===== src/cacc_pkg.sv =====
// Shared constants, types and decode functions for the counter array capture/compare block
`default_nettype none

package cacc_pkg;

  // ----------------------------------------------------------------
  // Structure
  // ----------------------------------------------------------------
  localparam int NUM_CH = 6;

  // ----------------------------------------------------------------
  // Register addresses on the special function register port
  // ----------------------------------------------------------------
  localparam logic [7:0] ADDR_ARRAY_CTRL = 8'h00;
  localparam logic [7:0] ADDR_ARRAY_MODE = 8'h01;
  localparam logic [7:0] ADDR_PWM_CFG    = 8'h02;
  localparam logic [7:0] ADDR_CNT_LOW    = 8'h03;
  localparam logic [7:0] ADDR_CNT_HIGH   = 8'h04;
  localparam logic [7:0] ADDR_PIN_LEVEL  = 8'h05;
  localparam logic [7:0] ADDR_MODE_BASE  = 8'h10;
  localparam logic [7:0] ADDR_CPL_BASE   = 8'h20;
  localparam logic [7:0] ADDR_CPH_BASE   = 8'h28;

  // ----------------------------------------------------------------
  // Field positions
  // ----------------------------------------------------------------
  localparam int CTRL_RUN_BIT  = 6;
  localparam int PWM_VIEW_BIT  = 7;
  localparam int PWM_LOW_WIDTH_OVERFLOW_FLAG_BIT  = 6;
  localparam int PWM_OVERFLOW_IRQ_ENABLE_BIT  = 5;
  localparam int TB_SEL_LSB    = 1;

  // ----------------------------------------------------------------
  // Reset values
  // ----------------------------------------------------------------
  localparam logic [7:0]  MODE_RST = 8'h00;
  localparam logic [7:0]  PWM_RST  = 8'h00;
  localparam logic [15:0] CC_RST   = 16'h0000;
  localparam logic [15:0] CNT_RST  = 16'h0000;

  // ----------------------------------------------------------------
  // Timebase codes and prescaler counts
  // ----------------------------------------------------------------
  localparam logic [2:0] TB_DIV12 = 3'h0;
  localparam logic [2:0] TB_DIV4  = 3'h1;
  localparam logic [2:0] TB_T0    = 3'h2;
  localparam logic [2:0] TB_ECI   = 3'h3;
  localparam logic [2:0] TB_SYS   = 3'h4;
  localparam logic [2:0] TB_EXT   = 3'h5;
  localparam logic [2:0] TB_RTC   = 3'h6;
  localparam logic [3:0] DIV12_LAST = 4'hB;
  localparam logic [3:0] DIV4_LAST  = 4'h3;

  // ----------------------------------------------------------------
  // Types
  // ----------------------------------------------------------------
  typedef struct packed {
    logic wide_pwm_select;
    logic comparator_enable;
    logic rise_capture_sel;
    logic fall_capture_sel;
    logic match_flag_enable;
    logic toggle_on_match;
    logic pwm_select;
    logic match_irq_enable;
  } cacc_mode_s;

  typedef enum logic [6:0] {
    OP_NONE = 7'h01,
    OP_CAP  = 7'h02,
    OP_TMR  = 7'h04,
    OP_HSO  = 7'h08,
    OP_FRQ  = 7'h10,
    OP_PWML = 7'h20,
    OP_PWMW = 7'h40
  } cacc_op_e;

  typedef struct packed {
    logic       mode_wr;
    logic       cpl_wr;
    logic       cph_wr;
    logic [7:0] data;
  } cacc_wr_s;

  // ----------------------------------------------------------------
  // Functions
  // ----------------------------------------------------------------
  function automatic cacc_op_e op_decode(input cacc_mode_s m);
    cacc_op_e op;
    op = OP_NONE;
    if (m.rise_capture_sel || m.fall_capture_sel) begin
      if (!m.match_flag_enable && !m.toggle_on_match && !m.pwm_select) begin
        op = OP_CAP;
      end
    end else if (m.pwm_select) begin
      if (m.wide_pwm_select) begin
        op = OP_PWMW;
      end else if (m.toggle_on_match) begin
        op = OP_FRQ;
      end else begin
        op = OP_PWML;
      end
    end else if (m.toggle_on_match && m.match_flag_enable) begin
      op = OP_HSO;
    end else if (m.match_flag_enable) begin
      op = OP_TMR;
    end
    return op;
  endfunction

  function automatic logic [15:0] lw_mask(input logic [1:0] cls);
    logic [15:0] m;
    m = 16'h00FF;
    unique case (cls)
      2'h0: m = 16'h00FF;
      2'h1: m = 16'h01FF;
      2'h2: m = 16'h03FF;
      2'h3: m = 16'h07FF;
    endcase
    return m;
  endfunction

endpackage

`default_nettype wire


===== src/counter_array_capture_compare.sv =====
// Counter array: shared counter, timebase, flags, register port and six channels
`timescale 1ns/100ps
`default_nettype none

// Operation
// - Six capture/compare modules share one counter, each in its own mode.
// - All 8 to 11-bit PWM modules share one cycle-length setting.
// - Mode bit 0 gates the module event flag onto the interrupt request.
// - Mode bits 3-1 clear selects capture; bits 5/4 pick rising/falling/both.
// - Software timer: comparator and match flag enable set, others clear.
// - High-speed output: toggle, match flag and comparator enable set.
// - Frequency output: comparator, toggle and PWM select set, no capture bits.
// - Low-width PWM: PWM select only; shared field picks 8, 9, 10, 11 bits.
// - 16-bit PWM: wide select with PWM select; cycle length ignored.
// - Comparator off: no toggling in output modes, PWM output held low.
// - Reload view bit steers compare bytes to reload pair in 9-11 bit PWM.
// - With match flag enable set, a comparator match sets the event flag.
// - PWM config bit 5 enables interrupt on low-width overflow.
// - Capture edge copies the counter into the compare pair and sets flag.
// - Event flags are never cleared by hardware; software writes zero.
// - In both-edge capture, the pin level read tells which edge fired.
// - Software timer compares all 16 counter bits, flag on equality.
// - Low byte write clears comparator enable; high byte write sets it.
// - High-speed output inverts the pin on each 16-bit match.
// - Frequency output: low byte match toggles pin, high byte added.
// - High byte is half-period in ticks; zero means 256 ticks.
// - Low-width overflow flag sets on overflow of the selected bit.
// - Timebase select: code 000 is clock over 12, 100 is clock.
module counter_array_capture_compare
  import cacc_pkg::*;
(
  input  wire logic              clk,
  input  wire logic              reset_n,
  input  wire logic [7:0]        sfr_addr,
  input  wire logic [7:0]        sfr_wdata,
  input  wire logic              sfr_wr,
  input  wire logic              sfr_rd,
  output var  logic [7:0]        sfr_rdata,
  input  wire logic              timer0_ovf_tick,
  input  wire logic              ext_osc_tick,
  input  wire logic              rtc_tick,
  input  wire logic              eci_pin,
  input  wire logic [NUM_CH-1:0] module_pin_in,
  output logic [NUM_CH-1:0]      module_pin_out,
  output logic [NUM_CH-1:0]      module_pin_oe_n,
  output logic                   irq
);

  // ----------------------------------------------------------------
  // Declarations
  // ----------------------------------------------------------------
  logic [15:0]       count_q;
  logic              count_new_q;
  logic [7:0]        snap_high_q;
  logic [3:0]        div_q;
  logic              div_tick;
  logic              tick;
  logic              run_q;
  logic [2:0]        tb_sel_q;
  logic [7:0]        pwm_cfg_q;
  logic [NUM_CH-1:0] event_flag_q;
  logic [NUM_CH-1:0] pin_sync;
  logic              eci_sync;
  logic              eci_prev_q;
  logic              ovf_lw;
  logic [NUM_CH-1:0] ch_event;
  logic [NUM_CH-1:0] ch_irq_en;
  logic [NUM_CH-1:0] ch_drive;
  logic [7:0]        ch_mode  [NUM_CH];
  logic [7:0]        ch_low   [NUM_CH];
  logic [7:0]        ch_high  [NUM_CH];
  cacc_wr_s          ch_wr    [NUM_CH];
  logic [7:0]        rd_value;

  // ----------------------------------------------------------------
  // Input synchronisers
  // ----------------------------------------------------------------
  // Sources must hold each level two clocks or the sampled edge can vanish
  cacc_sync #(.W(NUM_CH)) u_pin_sync (
    .clk      (clk),
    .reset_n  (reset_n),
    .async_in (module_pin_in),
    .sync_out (pin_sync)
  );

  cacc_sync #(.W(1)) u_eci_sync (
    .clk      (clk),
    .reset_n  (reset_n),
    .async_in (eci_pin),
    .sync_out (eci_sync)
  );

  always_ff @(posedge clk or negedge reset_n) begin
    if (!reset_n) begin
      eci_prev_q <= 1'b0;
    end else begin
      eci_prev_q <= eci_sync;
    end
  end

  // ----------------------------------------------------------------
  // Timebase
  // ----------------------------------------------------------------
  always_ff @(posedge clk or negedge reset_n) begin
    if (!reset_n) begin
      div_q <= 4'h0;
    end else if (div_tick) begin
      div_q <= 4'h0;
    end else begin
      div_q <= div_q + 4'h1;
    end
  end

  assign div_tick = (tb_sel_q == TB_DIV4) ? (div_q >= DIV4_LAST) : (div_q >= DIV12_LAST);

  always_comb begin
    tick = 1'b0;
    unique case (tb_sel_q)
      TB_DIV12: tick = div_tick;
      TB_DIV4:  tick = div_tick;
      TB_T0:    tick = timer0_ovf_tick;
      TB_ECI:   tick = eci_prev_q && !eci_sync;
      TB_SYS:   tick = 1'b1;
      TB_EXT:   tick = ext_osc_tick;
      TB_RTC:   tick = rtc_tick;
      default:  tick = 1'b0;
    endcase
  end

  // ----------------------------------------------------------------
  // Shared counter
  // ----------------------------------------------------------------
  always_ff @(posedge clk or negedge reset_n) begin
    if (!reset_n) begin
      count_q <= CNT_RST;
    end else if (sfr_wr && sfr_addr == ADDR_CNT_LOW) begin
      count_q[7:0] <= sfr_wdata;
    end else if (sfr_wr && sfr_addr == ADDR_CNT_HIGH) begin
      count_q[15:8] <= sfr_wdata;
    end else if (run_q && tick) begin
      count_q <= count_q + 16'h0001;
    end
  end

  // Channels compare the count one clock after it moves, never on a stale value
  always_ff @(posedge clk or negedge reset_n) begin
    if (!reset_n) begin
      count_new_q <= 1'b0;
    end else begin
      count_new_q <= run_q && tick;
    end
  end

  // Reading the low byte freezes the high byte so a 16-bit read is coherent
  always_ff @(posedge clk or negedge reset_n) begin
    if (!reset_n) begin
      snap_high_q <= 8'h00;
    end else if (sfr_rd && sfr_addr == ADDR_CNT_LOW) begin
      snap_high_q <= count_q[15:8];
    end
  end

  assign ovf_lw = count_new_q && ((count_q & lw_mask(pwm_cfg_q[1:0])) == 16'h0000);

  // ----------------------------------------------------------------
  // Control registers
  // ----------------------------------------------------------------
  always_ff @(posedge clk or negedge reset_n) begin
    if (!reset_n) begin
      run_q <= 1'b0;
    end else if (sfr_wr && sfr_addr == ADDR_ARRAY_CTRL) begin
      run_q <= sfr_wdata[CTRL_RUN_BIT];
    end
  end

  always_ff @(posedge clk or negedge reset_n) begin
    if (!reset_n) begin
      tb_sel_q <= 3'h0;
    end else if (sfr_wr && sfr_addr == ADDR_ARRAY_MODE) begin
      tb_sel_q <= sfr_wdata[TB_SEL_LSB +: 3];
    end
  end

  // Overflow flag: hardware set wins over a software clear in the same cycle
  always_ff @(posedge clk or negedge reset_n) begin
    if (!reset_n) begin
      pwm_cfg_q <= PWM_RST;
    end else begin
      if (sfr_wr && sfr_addr == ADDR_PWM_CFG) begin
        pwm_cfg_q <= sfr_wdata;
      end
      if (ovf_lw) begin
        pwm_cfg_q[PWM_LOW_WIDTH_OVERFLOW_FLAG_BIT] <= 1'b1;
      end
    end
  end

  // Flags clear only by software write; a same-cycle event still sets them
  always_ff @(posedge clk or negedge reset_n) begin
    if (!reset_n) begin
      event_flag_q <= '0;
    end else if (sfr_wr && sfr_addr == ADDR_ARRAY_CTRL) begin
      event_flag_q <= sfr_wdata[NUM_CH-1:0] | ch_event;
    end else begin
      event_flag_q <= event_flag_q | ch_event;
    end
  end

  // ----------------------------------------------------------------
  // Channels
  // ----------------------------------------------------------------
  generate
    for (genvar i = 0; i < NUM_CH; i++) begin : g_ch
      cacc_mode_s mode_w;

      assign ch_wr[i].mode_wr = sfr_wr && (sfr_addr == ADDR_MODE_BASE + 8'(i));
      assign ch_wr[i].cpl_wr  = sfr_wr && (sfr_addr == ADDR_CPL_BASE + 8'(i));
      assign ch_wr[i].cph_wr  = sfr_wr && (sfr_addr == ADDR_CPH_BASE + 8'(i));
      assign ch_wr[i].data    = sfr_wdata;

      cacc_channel u_ch (
        .clk         (clk),
        .reset_n     (reset_n),
        .wr          (ch_wr[i]),
        .reload_view (pwm_cfg_q[PWM_VIEW_BIT]),
        .cycle_len   (pwm_cfg_q[1:0]),
        .count       (count_q),
        .count_new   (count_new_q),
        .pin_level   (pin_sync[i]),
        .mode_q      (mode_w),
        .view_low    (ch_low[i]),
        .view_high   (ch_high[i]),
        .event_pulse (ch_event[i]),
        .pin_out_q   (module_pin_out[i]),
        .pin_drive   (ch_drive[i])
      );

      assign ch_mode[i]         = mode_w;
      assign ch_irq_en[i]       = mode_w.match_irq_enable;
      assign module_pin_oe_n[i] = !ch_drive[i];
    end
  endgenerate

  // ----------------------------------------------------------------
  // Interrupt request
  // ----------------------------------------------------------------
  assign irq = (|(event_flag_q & ch_irq_en)) ||
               (pwm_cfg_q[PWM_LOW_WIDTH_OVERFLOW_FLAG_BIT] && pwm_cfg_q[PWM_OVERFLOW_IRQ_ENABLE_BIT]);

  // ----------------------------------------------------------------
  // Read path
  // ----------------------------------------------------------------
  always_comb begin
    rd_value = 8'h00;
    if (sfr_addr == ADDR_ARRAY_CTRL) begin
      rd_value = {1'b0, run_q, event_flag_q};
    end else if (sfr_addr == ADDR_ARRAY_MODE) begin
      rd_value = {4'h0, tb_sel_q, 1'b0};
    end else if (sfr_addr == ADDR_PWM_CFG) begin
      rd_value = pwm_cfg_q;
    end else if (sfr_addr == ADDR_CNT_LOW) begin
      rd_value = count_q[7:0];
    end else if (sfr_addr == ADDR_CNT_HIGH) begin
      rd_value = snap_high_q;
    end else if (sfr_addr == ADDR_PIN_LEVEL) begin
      rd_value = {2'h0, pin_sync};
    end
    for (int k = 0; k < NUM_CH; k++) begin
      if (sfr_addr == ADDR_MODE_BASE + 8'(k)) begin
        rd_value = ch_mode[k];
      end
      if (sfr_addr == ADDR_CPL_BASE + 8'(k)) begin
        rd_value = ch_low[k];
      end
      if (sfr_addr == ADDR_CPH_BASE + 8'(k)) begin
        rd_value = ch_high[k];
      end
    end
  end

  always_ff @(posedge clk or negedge reset_n) begin
    if (!reset_n) begin
      sfr_rdata <= 8'h00;
    end else if (sfr_rd) begin
      sfr_rdata <= rd_value;
    end
  end

endmodule

`default_nettype wire


===== src/cacc_sync.sv =====
// Two-stage synchroniser for asynchronous input levels
`timescale 1ns/100ps
`default_nettype none

module cacc_sync #(
  parameter int W = 1
) (
  input  wire logic         clk,
  input  wire logic         reset_n,
  input  wire logic [W-1:0] async_in,
  output var  logic [W-1:0] sync_out
);

  logic [W-1:0] meta_q;

  always_ff @(posedge clk or negedge reset_n) begin
    if (!reset_n) begin
      meta_q   <= '0;
      sync_out <= '0;
    end else begin
      meta_q   <= async_in;
      sync_out <= meta_q;
    end
  end

endmodule

`default_nettype wire


===== src/cacc_channel.sv =====
// One capture/compare module: mode register, compare pair, reload pair and pin logic
`timescale 1ns/100ps
`default_nettype none

module cacc_channel
  import cacc_pkg::*;
(
  input  wire logic        clk,
  input  wire logic        reset_n,
  input  wire cacc_wr_s    wr,
  input  wire logic        reload_view,
  input  wire logic [1:0]  cycle_len,
  input  wire logic [15:0] count,
  input  wire logic        count_new,
  input  wire logic        pin_level,
  output var  cacc_mode_s  mode_q,
  output logic [7:0]       view_low,
  output logic [7:0]       view_high,
  output logic             event_pulse,
  output var  logic        pin_out_q,
  output logic             pin_drive
);

  logic [15:0] cc_q;
  logic [15:0] reload_q;
  logic        prev_q;
  cacc_op_e    op;
  logic [15:0] mask;
  logic        use_reload;
  logic        edge_hit;
  logic        match16;
  logic        match8;
  logic        match_lw;
  logic        ovf_lw;
  logic        ovf16;

  // ----------------------------------------------------------------
  // Decode
  // ----------------------------------------------------------------
  assign op         = op_decode(mode_q);
  assign mask       = lw_mask(cycle_len);
  assign use_reload = reload_view && (op == OP_PWML) && (cycle_len != 2'h0);
  assign view_low   = use_reload ? reload_q[7:0] : cc_q[7:0];
  assign view_high  = use_reload ? reload_q[15:8] : cc_q[15:8];
  // Comparators only look at a freshly advanced count, so one value matches once
  assign match16    = mode_q.comparator_enable && count_new && (count == cc_q);
  assign match8     = mode_q.comparator_enable && count_new && (count[7:0] == cc_q[7:0]);
  assign match_lw   = mode_q.comparator_enable && count_new && ((count & mask) == (cc_q & mask));
  assign ovf_lw     = count_new && ((count & mask) == 16'h0000);
  assign ovf16      = count_new && (count == 16'h0000);
  assign edge_hit   = (op == OP_CAP) &&
                      ((mode_q.rise_capture_sel && pin_level && !prev_q) ||
                       (mode_q.fall_capture_sel && !pin_level && prev_q));
  assign pin_drive  = (op == OP_HSO) || (op == OP_FRQ) || (op == OP_PWML) || (op == OP_PWMW);

  always_comb begin
    event_pulse = 1'b0;
    unique case (op)
      OP_CAP:  event_pulse = edge_hit;
      OP_TMR:  event_pulse = match16 && mode_q.match_flag_enable;
      OP_HSO:  event_pulse = match16 && mode_q.match_flag_enable;
      OP_FRQ:  event_pulse = match16 && mode_q.match_flag_enable;
      OP_PWML: event_pulse = match_lw && mode_q.match_flag_enable;
      OP_PWMW: event_pulse = match16 && mode_q.match_flag_enable;
      OP_NONE: event_pulse = 1'b0;
    endcase
  end

  // ----------------------------------------------------------------
  // Mode register
  // ----------------------------------------------------------------
  always_ff @(posedge clk or negedge reset_n) begin
    if (!reset_n) begin
      mode_q <= cacc_mode_s'(MODE_RST);
    end else if (wr.mode_wr) begin
      mode_q <= cacc_mode_s'(wr.data);
    end else if (wr.cpl_wr) begin
      mode_q.comparator_enable <= 1'b0;
    end else if (wr.cph_wr) begin
      mode_q.comparator_enable <= 1'b1;
    end
  end

  // ----------------------------------------------------------------
  // Compare and reload pairs; software byte writes override hardware
  // ----------------------------------------------------------------
  always_ff @(posedge clk or negedge reset_n) begin
    if (!reset_n) begin
      cc_q     <= CC_RST;
      reload_q <= CC_RST;
    end else begin
      if (edge_hit) begin
        cc_q <= count;
      end else if (op == OP_FRQ && match8) begin
        // A high byte of zero adds 256, which wraps back to the same low byte
        cc_q[7:0] <= cc_q[7:0] + cc_q[15:8];
      end else if (op == OP_PWML && ovf_lw) begin
        if (cycle_len == 2'h0) begin
          cc_q[7:0] <= cc_q[15:8];
        end else begin
          cc_q <= reload_q;
        end
      end
      if (wr.cpl_wr) begin
        if (use_reload) begin
          reload_q[7:0] <= wr.data;
        end else begin
          cc_q[7:0] <= wr.data;
        end
      end
      if (wr.cph_wr) begin
        if (use_reload) begin
          reload_q[15:8] <= wr.data;
        end else begin
          cc_q[15:8] <= wr.data;
        end
      end
    end
  end

  // ----------------------------------------------------------------
  // Pin history and pin output
  // ----------------------------------------------------------------
  always_ff @(posedge clk or negedge reset_n) begin
    if (!reset_n) begin
      prev_q <= 1'b0;
    end else begin
      prev_q <= pin_level;
    end
  end

  always_ff @(posedge clk or negedge reset_n) begin
    if (!reset_n) begin
      pin_out_q <= 1'b0;
    end else begin
      unique case (op)
        OP_HSO: begin
          if (match16) begin
            pin_out_q <= !pin_out_q;
          end
        end
        OP_FRQ: begin
          if (match8) begin
            pin_out_q <= !pin_out_q;
          end
        end
        OP_PWML: begin
          // Match takes priority over overflow so a zero compare value gives full duty
          if (!mode_q.comparator_enable) begin
            pin_out_q <= 1'b0;
          end else if (match_lw) begin
            pin_out_q <= 1'b1;
          end else if (ovf_lw) begin
            pin_out_q <= 1'b0;
          end
        end
        OP_PWMW: begin
          if (!mode_q.comparator_enable) begin
            pin_out_q <= 1'b0;
          end else if (match16) begin
            pin_out_q <= 1'b1;
          end else if (ovf16) begin
            pin_out_q <= 1'b0;
          end
        end
        OP_CAP, OP_TMR, OP_NONE: pin_out_q <= pin_out_q;
      endcase
    end
  end

endmodule

`default_nettype wire


===== config.mk =====
export PLATFORM = sky130hd
export DESIGN_NAME = counter_array_capture_compare
export DESIGN_NICKNAME = d
export VERILOG_FILES = /design/src/cacc_pkg.sv /design/src/counter_array_capture_compare.sv /design/src/cacc_sync.sv /design/src/cacc_channel.sv
export SDC_FILE = /design/constraint.sdc
export NUM_CORES = 1
export LEC_CHECK = 0
export BUFFER_PORTS_ARGS = -buffer_cell sky130_fd_sc_hd__buf_4
export CAP_MARGIN = 15
export CORE_MARGIN = 3
export CORE_UTILIZATION = 48
export CTS_CLUSTER_SIZE = 10
export DETAILED_ROUTE_END_ITERATION = 12
export HOLD_SLACK_MARGIN = 0.03
export PLACE_DENSITY = 0.65
export SKIP_CTS_REPAIR_TIMING = 1
export SYNTH_ARGS = -nofsm -noshare
export SYNTH_HDL_FRONTEND = slang
export SYNTH_SLANG_ARGS = --single-unit

===== constraint.sdc =====
create_clock -name clk -period 6.8 [get_ports clk]
set_input_delay 0.68 -clock clk [delete_from_list [all_inputs] [get_ports clk]]
set_output_delay 0.68 -clock clk [all_outputs]
set_load 0.05 [all_outputs]

# After elaboration in Yosys (flattened, before gate mapping)
# Index checks and enable logic that the tools add are counted.
dict set report classes {
  addsub 8
  magnitude_cmp 2
  eq_ne 117
  muxes 217
  bitwise 17
  n_reduce_logical 260
}
# op n
set ops {}
lappend ops {{8-bit 2-to-1 mux} 86}
lappend ops {{16-bit 2-to-1 mux} 13}
lappend ops {{16-bit == test} 12}
lappend ops {{7-bit 2-to-1 mux} 25}
lappend ops {{1-bit logical AND} 137}
lappend ops {{16-bit AND} 7}
lappend ops {{8-bit by 6-bit == test with 1-bit output, second input constant} 12}
lappend ops {{16-bit case mux with 4 select lines} 1}
lappend ops {{1-bit 2-to-1 mux} 58}
lappend ops {{8-bit adder} 6}
lappend ops {{8-bit by 5-bit == test with 1-bit output, second input constant} 6}
lappend ops {{8-bit == test} 6}
lappend ops {{6-bit 2-to-1 mux} 8}
lappend ops {{4-bit inequality test, second input constant} 12}
lappend ops {{1-bit case mux with 4 select lines} 12}
lappend ops {{1-bit logical NOT} 43}
lappend ops {{7-bit by 1-bit == test with 1-bit output, second input constant} 6}
lappend ops {{7-bit by 2-bit == test with 1-bit output, second input constant} 6}
lappend ops {{7-bit by 3-bit == test with 1-bit output, second input constant} 6}
lappend ops {{7-bit by 4-bit == test with 1-bit output, second input constant} 6}
lappend ops {{7-bit by 5-bit == test with 1-bit output, second input constant} 6}
lappend ops {{7-bit by 6-bit == test with 1-bit output, second input constant} 6}
lappend ops {{7-bit == test, second input constant} 6}
lappend ops {{16-bit logical NOT} 2}
lappend ops {{33 further kinds} 133}
dict set report word_totals {
  reg_bits 322
  inputBits 30
}

# Logic depth before layout (Yosys ltp)
dict set report depth {
  word_depth 26
  mapped_depth 15
  ltp_nobuf 11
}

# Cells and area by module
# From an unflattened synthesis, not the netlist that was laid out.
dict set report unflattened {
  hier_cells 2494
  area_unflattened_um2 23762.8
}
# module instances cells_per_inst area_per_inst_um2 seq_area_each_um2
set by_module_without_submodules {}
lappend by_module_without_submodules {{cacc_channel (g_ch[0].u_ch ...)} 3 306 3040.4 1051.0}
lappend by_module_without_submodules {{cacc_channel (g_ch[4].u_ch ...)} 2 308 3139.3 1051.0}
lappend by_module_without_submodules {counter_array_capture_compare 1 638 4870.9 1401.3}
lappend by_module_without_submodules {{cacc_channel (g_ch[3].u_ch)} 1 308 3141.8 1051.0}
lappend by_module_without_submodules {{cacc_sync (u_pin_sync)} 1 12 300.3 300.3}
lappend by_module_without_submodules {{cacc_sync (u_eci_sync)} 1 2 50.0 50.0}

# Least setup slack after synthesis
# No wires, ideal clock.
dict set report synth_timing {
  path_type {register to register}
  start {register count_q[0]}
  end {register g_ch[4].u_ch.cc_q[6]}
  setup_ps 149
  arrival_time_ps 3175
  setup_slack_ps 3476
  stages_incl_launch_ff 15
  period_less_slack_ps 3324
  cell_sequence {dfrtp_1 > clkbuf_1 > buf_1 > inv_1 > ha_1 > or4b_4 > a2111o_1 > buf_2 > or4_4 > buf_6 > buf_6 > a21oi_2 > nor2_2 > a211oi_2 > o31ai_1}
}
dict set report synth_via {
  elab_chain_cells 9
  word_cells_on_any_way 12
  classes_between {1 x eq/ne; 5 x mux; 1 x bitwise; 5 x reduce/logical}
}
# item line
set synth_rtl {}
lappend synth_rtl {{start: declaration} counter_array_capture_compare.sv:52} ;# logic [15:0] count_q;
lappend synth_rtl {{start signal: assignment} counter_array_capture_compare.sv:137} ;# count_q[7:0] <= sfr_wdata;
lappend synth_rtl {{start signal: assignment} counter_array_capture_compare.sv:141} ;# count_q <= count_q + 16'h0001;
lappend synth_rtl {{16-bit AND} cacc_channel.sv:49} ;# assign ovf_lw = count_new && ((count & mask) == 16'h0000);
lappend synth_rtl {{16-bit logical NOT} cacc_channel.sv:49}
lappend synth_rtl {{1-bit logical AND} cacc_channel.sv:49}
lappend synth_rtl {{1-bit logical AND} cacc_channel.sv:97} ;# end else if (op == OP_PWML && ovf_lw) begin
lappend synth_rtl {{16-bit 2-to-1 mux} cacc_channel.sv:97}
lappend synth_rtl {{8-bit 2-to-1 mux (*)} cacc_channel.sv:94} ;# end else if (op == OP_FRQ && match8) begin
lappend synth_rtl {{16-bit 2-to-1 mux (*)} cacc_channel.sv:92} ;# if (edge_hit) begin
lappend synth_rtl {{8-bit 2-to-1 mux} cacc_channel.sv:105} ;# if (use_reload) begin
lappend synth_rtl {{8-bit 2-to-1 mux (*)} cacc_channel.sv:104} ;# if (wr.cpl_wr) begin
lappend synth_rtl {{end signal: assignment} cacc_channel.sv:93} ;# cc_q <= count;
lappend synth_rtl {{end signal: assignment} cacc_channel.sv:96} ;# cc_q[7:0] <= cc_q[7:0] + cc_q[15:8];
lappend synth_rtl {{end signal: assignment} cacc_channel.sv:108} ;# cc_q[7:0] <= wr.data;
lappend synth_rtl {{end: declaration} cacc_channel.sv:24} ;# logic [15:0] cc_q;
# Every way passes the cells marked *; elsewhere a longest branch is shown, timed or not.
# A chain may end at the register's enable or synchronous reset.

# Final worst setup path
dict set report layout_timing {
  start {register count_q[1]}
  end {register g_ch[2].u_ch.cc_q[12]}
}
dict set report layout_via {
  elab_chain_cells 9
  word_cells_on_any_way 12
  classes_between {1 x eq/ne; 5 x mux; 1 x bitwise; 5 x reduce/logical}
}
# item line
set layout_rtl {}
lappend layout_rtl {{16-bit AND} cacc_channel.sv:49}
lappend layout_rtl {{16-bit logical NOT} cacc_channel.sv:49}
lappend layout_rtl {{1-bit logical AND} cacc_channel.sv:49}
lappend layout_rtl {{1-bit logical AND} cacc_channel.sv:97}
lappend layout_rtl {{16-bit 2-to-1 mux} cacc_channel.sv:97}
lappend layout_rtl {{8-bit 2-to-1 mux (*)} cacc_channel.sv:94}
lappend layout_rtl {{16-bit 2-to-1 mux (*)} cacc_channel.sv:92}
lappend layout_rtl {{8-bit 2-to-1 mux} cacc_channel.sv:112} ;# if (use_reload) begin
lappend layout_rtl {{8-bit 2-to-1 mux (*)} cacc_channel.sv:111} ;# if (wr.cph_wr) begin
lappend layout_rtl {{end signal: assignment} cacc_channel.sv:93}
lappend layout_rtl {{end signal: assignment} cacc_channel.sv:101} ;# cc_q <= reload_q;
lappend layout_rtl {{end signal: assignment} cacc_channel.sv:115} ;# cc_q[15:8] <= wr.data;
lappend layout_rtl {{end: declaration} cacc_channel.sv:24}
# Marks and branches as above.

==> metrics.txt <==
depth of the most critical reg-to-reg path 10; site row count 78; Initial Util 48.8%; clk buf depth 3; post-route ant nets 0; CTS clk-pin slew, worst paths 50 ps; Post-synth top cells nand2_1 (356), dfrtp_1 (322), a21oi_1 (221); setup_tns 0 ps; GP Congestion 1.04; top_reg_cell synth dfrtp_1; Ys Warns 0; Syn Nets 2613; worst skew pair latency 570 ps; die width 221 um; Net Sw Power 0.00291 W; P_leak 10.5 nW; mean post-synth cell area 8.76 um^2; Post-Layout Cell Count 3098; Slew Limit Fails 0; status finished clean; total track usage 33.6%; most common cell in the netlist nand2_1; area leader, netlist dfrtp_1; Net Sw Frac 38.7%; critical path startpoint count_q[1]$_DFFE_PN0P_; fin crit period 4850 ps; Worst EP required 7240 ps; top cell type's share of synthesized area 36.3%; RSZ-0062 raised after global routing no; sequential element share of the synthesized area 36.3%; Port Buffers 50; core area 45500 um^2; initial DRC count 2561; Storage cell area 8060 um^2; CP Capture Type flip-flop; Worst Skew 15.5 ps; via count 20500; area occupied by multi-input gates 13200 um^2; worst slew pin tran 1130 ps; Max VDD drop 0.225 mV; crit share post-route 71.3%; Worst Hold Class input port to async pin; Fin. Hold Viols 0; maxcap violations 0; drt total wl 84800 um; final setup vio count 0; Slew HR 24.6%; P&R area growth vs syn 8.76%; share of cells above drive strength 1 15.6%; TritonCTS clock tree done; largest net degree at the start of global routing 162; register bit total from synthesis 322; GRT Residual Overflow 0; DRC violations left 0; pwr dens 312 nW/um^2; Flop pwr share 36.8%; dominant cells by area after synthesis dfrtp_1 (36%), mux2_2 (9.6%), nand2_1 (6.0%), mux2i_1 (5.6%), a21oi_1 (5.0%); Synth Instances 2532; Num CTS Buffers 41; R2R Path Start count_q[1]$_DFFE_PN0P_; Internal Power 0.00461 W; worst reg2reg path endpoint g_ch[2].u_ch.cc_q[12]$_DFF_PN0_; vias per cell 6.63; vias in the first global route 20000; power consumption 0.00752 W; Detailed Routing Iterations Pass 1 6; Max FO, Critical Path 13; clock tree root buffer cell clkbuf_16; Max H-tree Level 2; arrival time of the worst setup path 5290 ps; Cell variety after synth 87; logic gate share of total power 36.3%; placed cell count 3037; R2R setup slack 1950 ps; initial antenna violation count 4; die area 48800 um^2; DR WL/cell 27.4 um; Fillers 4196; Worst Setup Start Kind flip-flop; clock power share 26.9%; HPWL Detailed 56000 um; post-layout net count 2561; die height 221 um; clock sinks 322; WS Path Type flip-flop to flip-flop; first-pass GRT wire length 126000 um; async set or reset register ratio after synthesis 100%; # IOs 51; number of synthesized flops with an enable pin 0; Synth Cell Area 22200 um^2; Peak Freq 206 MHz
-- state kept, by name, summed over array words and instances, names as in the netlist, 4 cells and up --
name	count
g_ch.u_ch.prev_q	6
u_pin_sync.meta_q	6
u_pin_sync.sync_out	6
g_ch.u_ch.reload_q	96
count_q	16
g_ch.u_ch.pin_out_q	6
div_q	4
sfr_rdata	8
g_ch.u_ch.mode_q	48
event_flag_q	6
pwm_cfg_q	8
snap_high_q	8
g_ch.u_ch.cc_q	96
-- through the flow --
stage	cell area, um^2	setup WS [ps]	util, %	hold WS (ps)
CTS	24100	2150	53.1	163
global route	24100	1810	53.1	179
finish	24100	1950	53.1	122
floorplan	22200	3480	-	331
global placement	22900	2310	50.4	332
detailed placement	22900	2170	50.4	336
-- layout make-up --
class                      instances  area share [%]
multi-input combinational       1978            54.8
sequential                       322            33.4
clock buffer                      56            4.86
tap                              600            3.11
timing repair buffer              96            3.07
inverter                          41           0.638
clock inverter                     4          0.0933
antenna                            1          0.0104
-- cell usage in the layout (no fill, tap or decap), types with 10 or more instances in the layout --
cell type	synthesis	routed
nand2_1	356	356
dfrtp_1	322	322
a21oi_1	221	221
mux2_2	189	189
o21ai_0	169	168
nor2_1	138	137
mux2i_1	124	124
buf_4	7	94
nand3_1	80	80
xor2_1	72	72
xnor2_1	68	68
nor3_1	47	47
ha_1	45	45
clkbuf_16	0	41
inv_1	39	39
o22ai_1	39	39
o21ai_1	34	34
o211ai_1	29	29
and3_1	25	25
nor4_1	21	20
a211oi_1	19	19
nand4_1	18	18
a21o_1	18	18
o221ai_1	18	18
nand3b_1	17	17
nand2b_1	16	16
o31ai_1	14	14
nor2b_1	13	13
o21a_1	11	11
and2_1	11	11
a31oi_1	11	11
a22oi_1	10	10
-- worst max path at each step --
stage / endpoint / slack (ps) / depth (start not counted)
after floorplan: g_ch[4].u_ch.cc_q[6]$_DFF_PN0_ / 3480 / 14
after CTS: g_ch[2].u_ch.cc_q[12]$_DFF_PN0_ / 2150 / 10
after global placement: g_ch[2].u_ch.cc_q[10]$_DFF_PN0_ / 2310 / 10
after detailed placement: g_ch[2].u_ch.cc_q[12]$_DFF_PN0_ / 2170 / 10
after global routing: g_ch[2].u_ch.cc_q[9]$_DFF_PN0_ / 1810 / 10
final: g_ch[2].u_ch.cc_q[12]$_DFF_PN0_ / 1950 / 10
-- power by group through the flow --
stage | clock network [W] | registers, W | logic (W)
2_1_floorplan | 0 | 0.00255 | 0.00211
3_3_place_gp | 0 | 0.00277 | 0.00259
3_5_place_dp | 0 | 0.00277 | 0.00268
4_1_cts | 0.00205 | 0.00274 | 0.00270
6_report | 0.00203 | 0.00277 | 0.00273
5_1_grt | 0.00213 | 0.00280 | 0.00303
-- critical path, cell delays in order (launching register included) --
cell and delay (ps):
dfrtp_1 810, clkinv_1 530, ha_1 220, or4b_4 500, a2111oi_4 970, nor4b_1 800
nand2_1 410, nand2_1 180, a21oi_1 80, a21oi_1 130, o21ai_0 80
-- cell families (layout without fill, tap and decap cells) --
family	count (synthesis)	in the layout	synth area share, %
other	0	1	0
multiplexers	318	318	15.4
flip-flops	322	322	36.3
XOR/XNOR	140	140	5.53
buffers and inverters	232	197	4.23
AND/OR/NAND/NOR	800	800	17.1
adder cells (fa/ha/maj)	52	52	3.12
AO/OA/AOI/OAI	668	668	18.3
-- per-layer routing --
metal  GRT usage (%)  wire [um]
met1            44.3      34200
met2            51.0      36700
met3            8.16       8620
met4            18.6       5270
met5               0         13
Note: power is estimated with default switching activity, not from simulation.
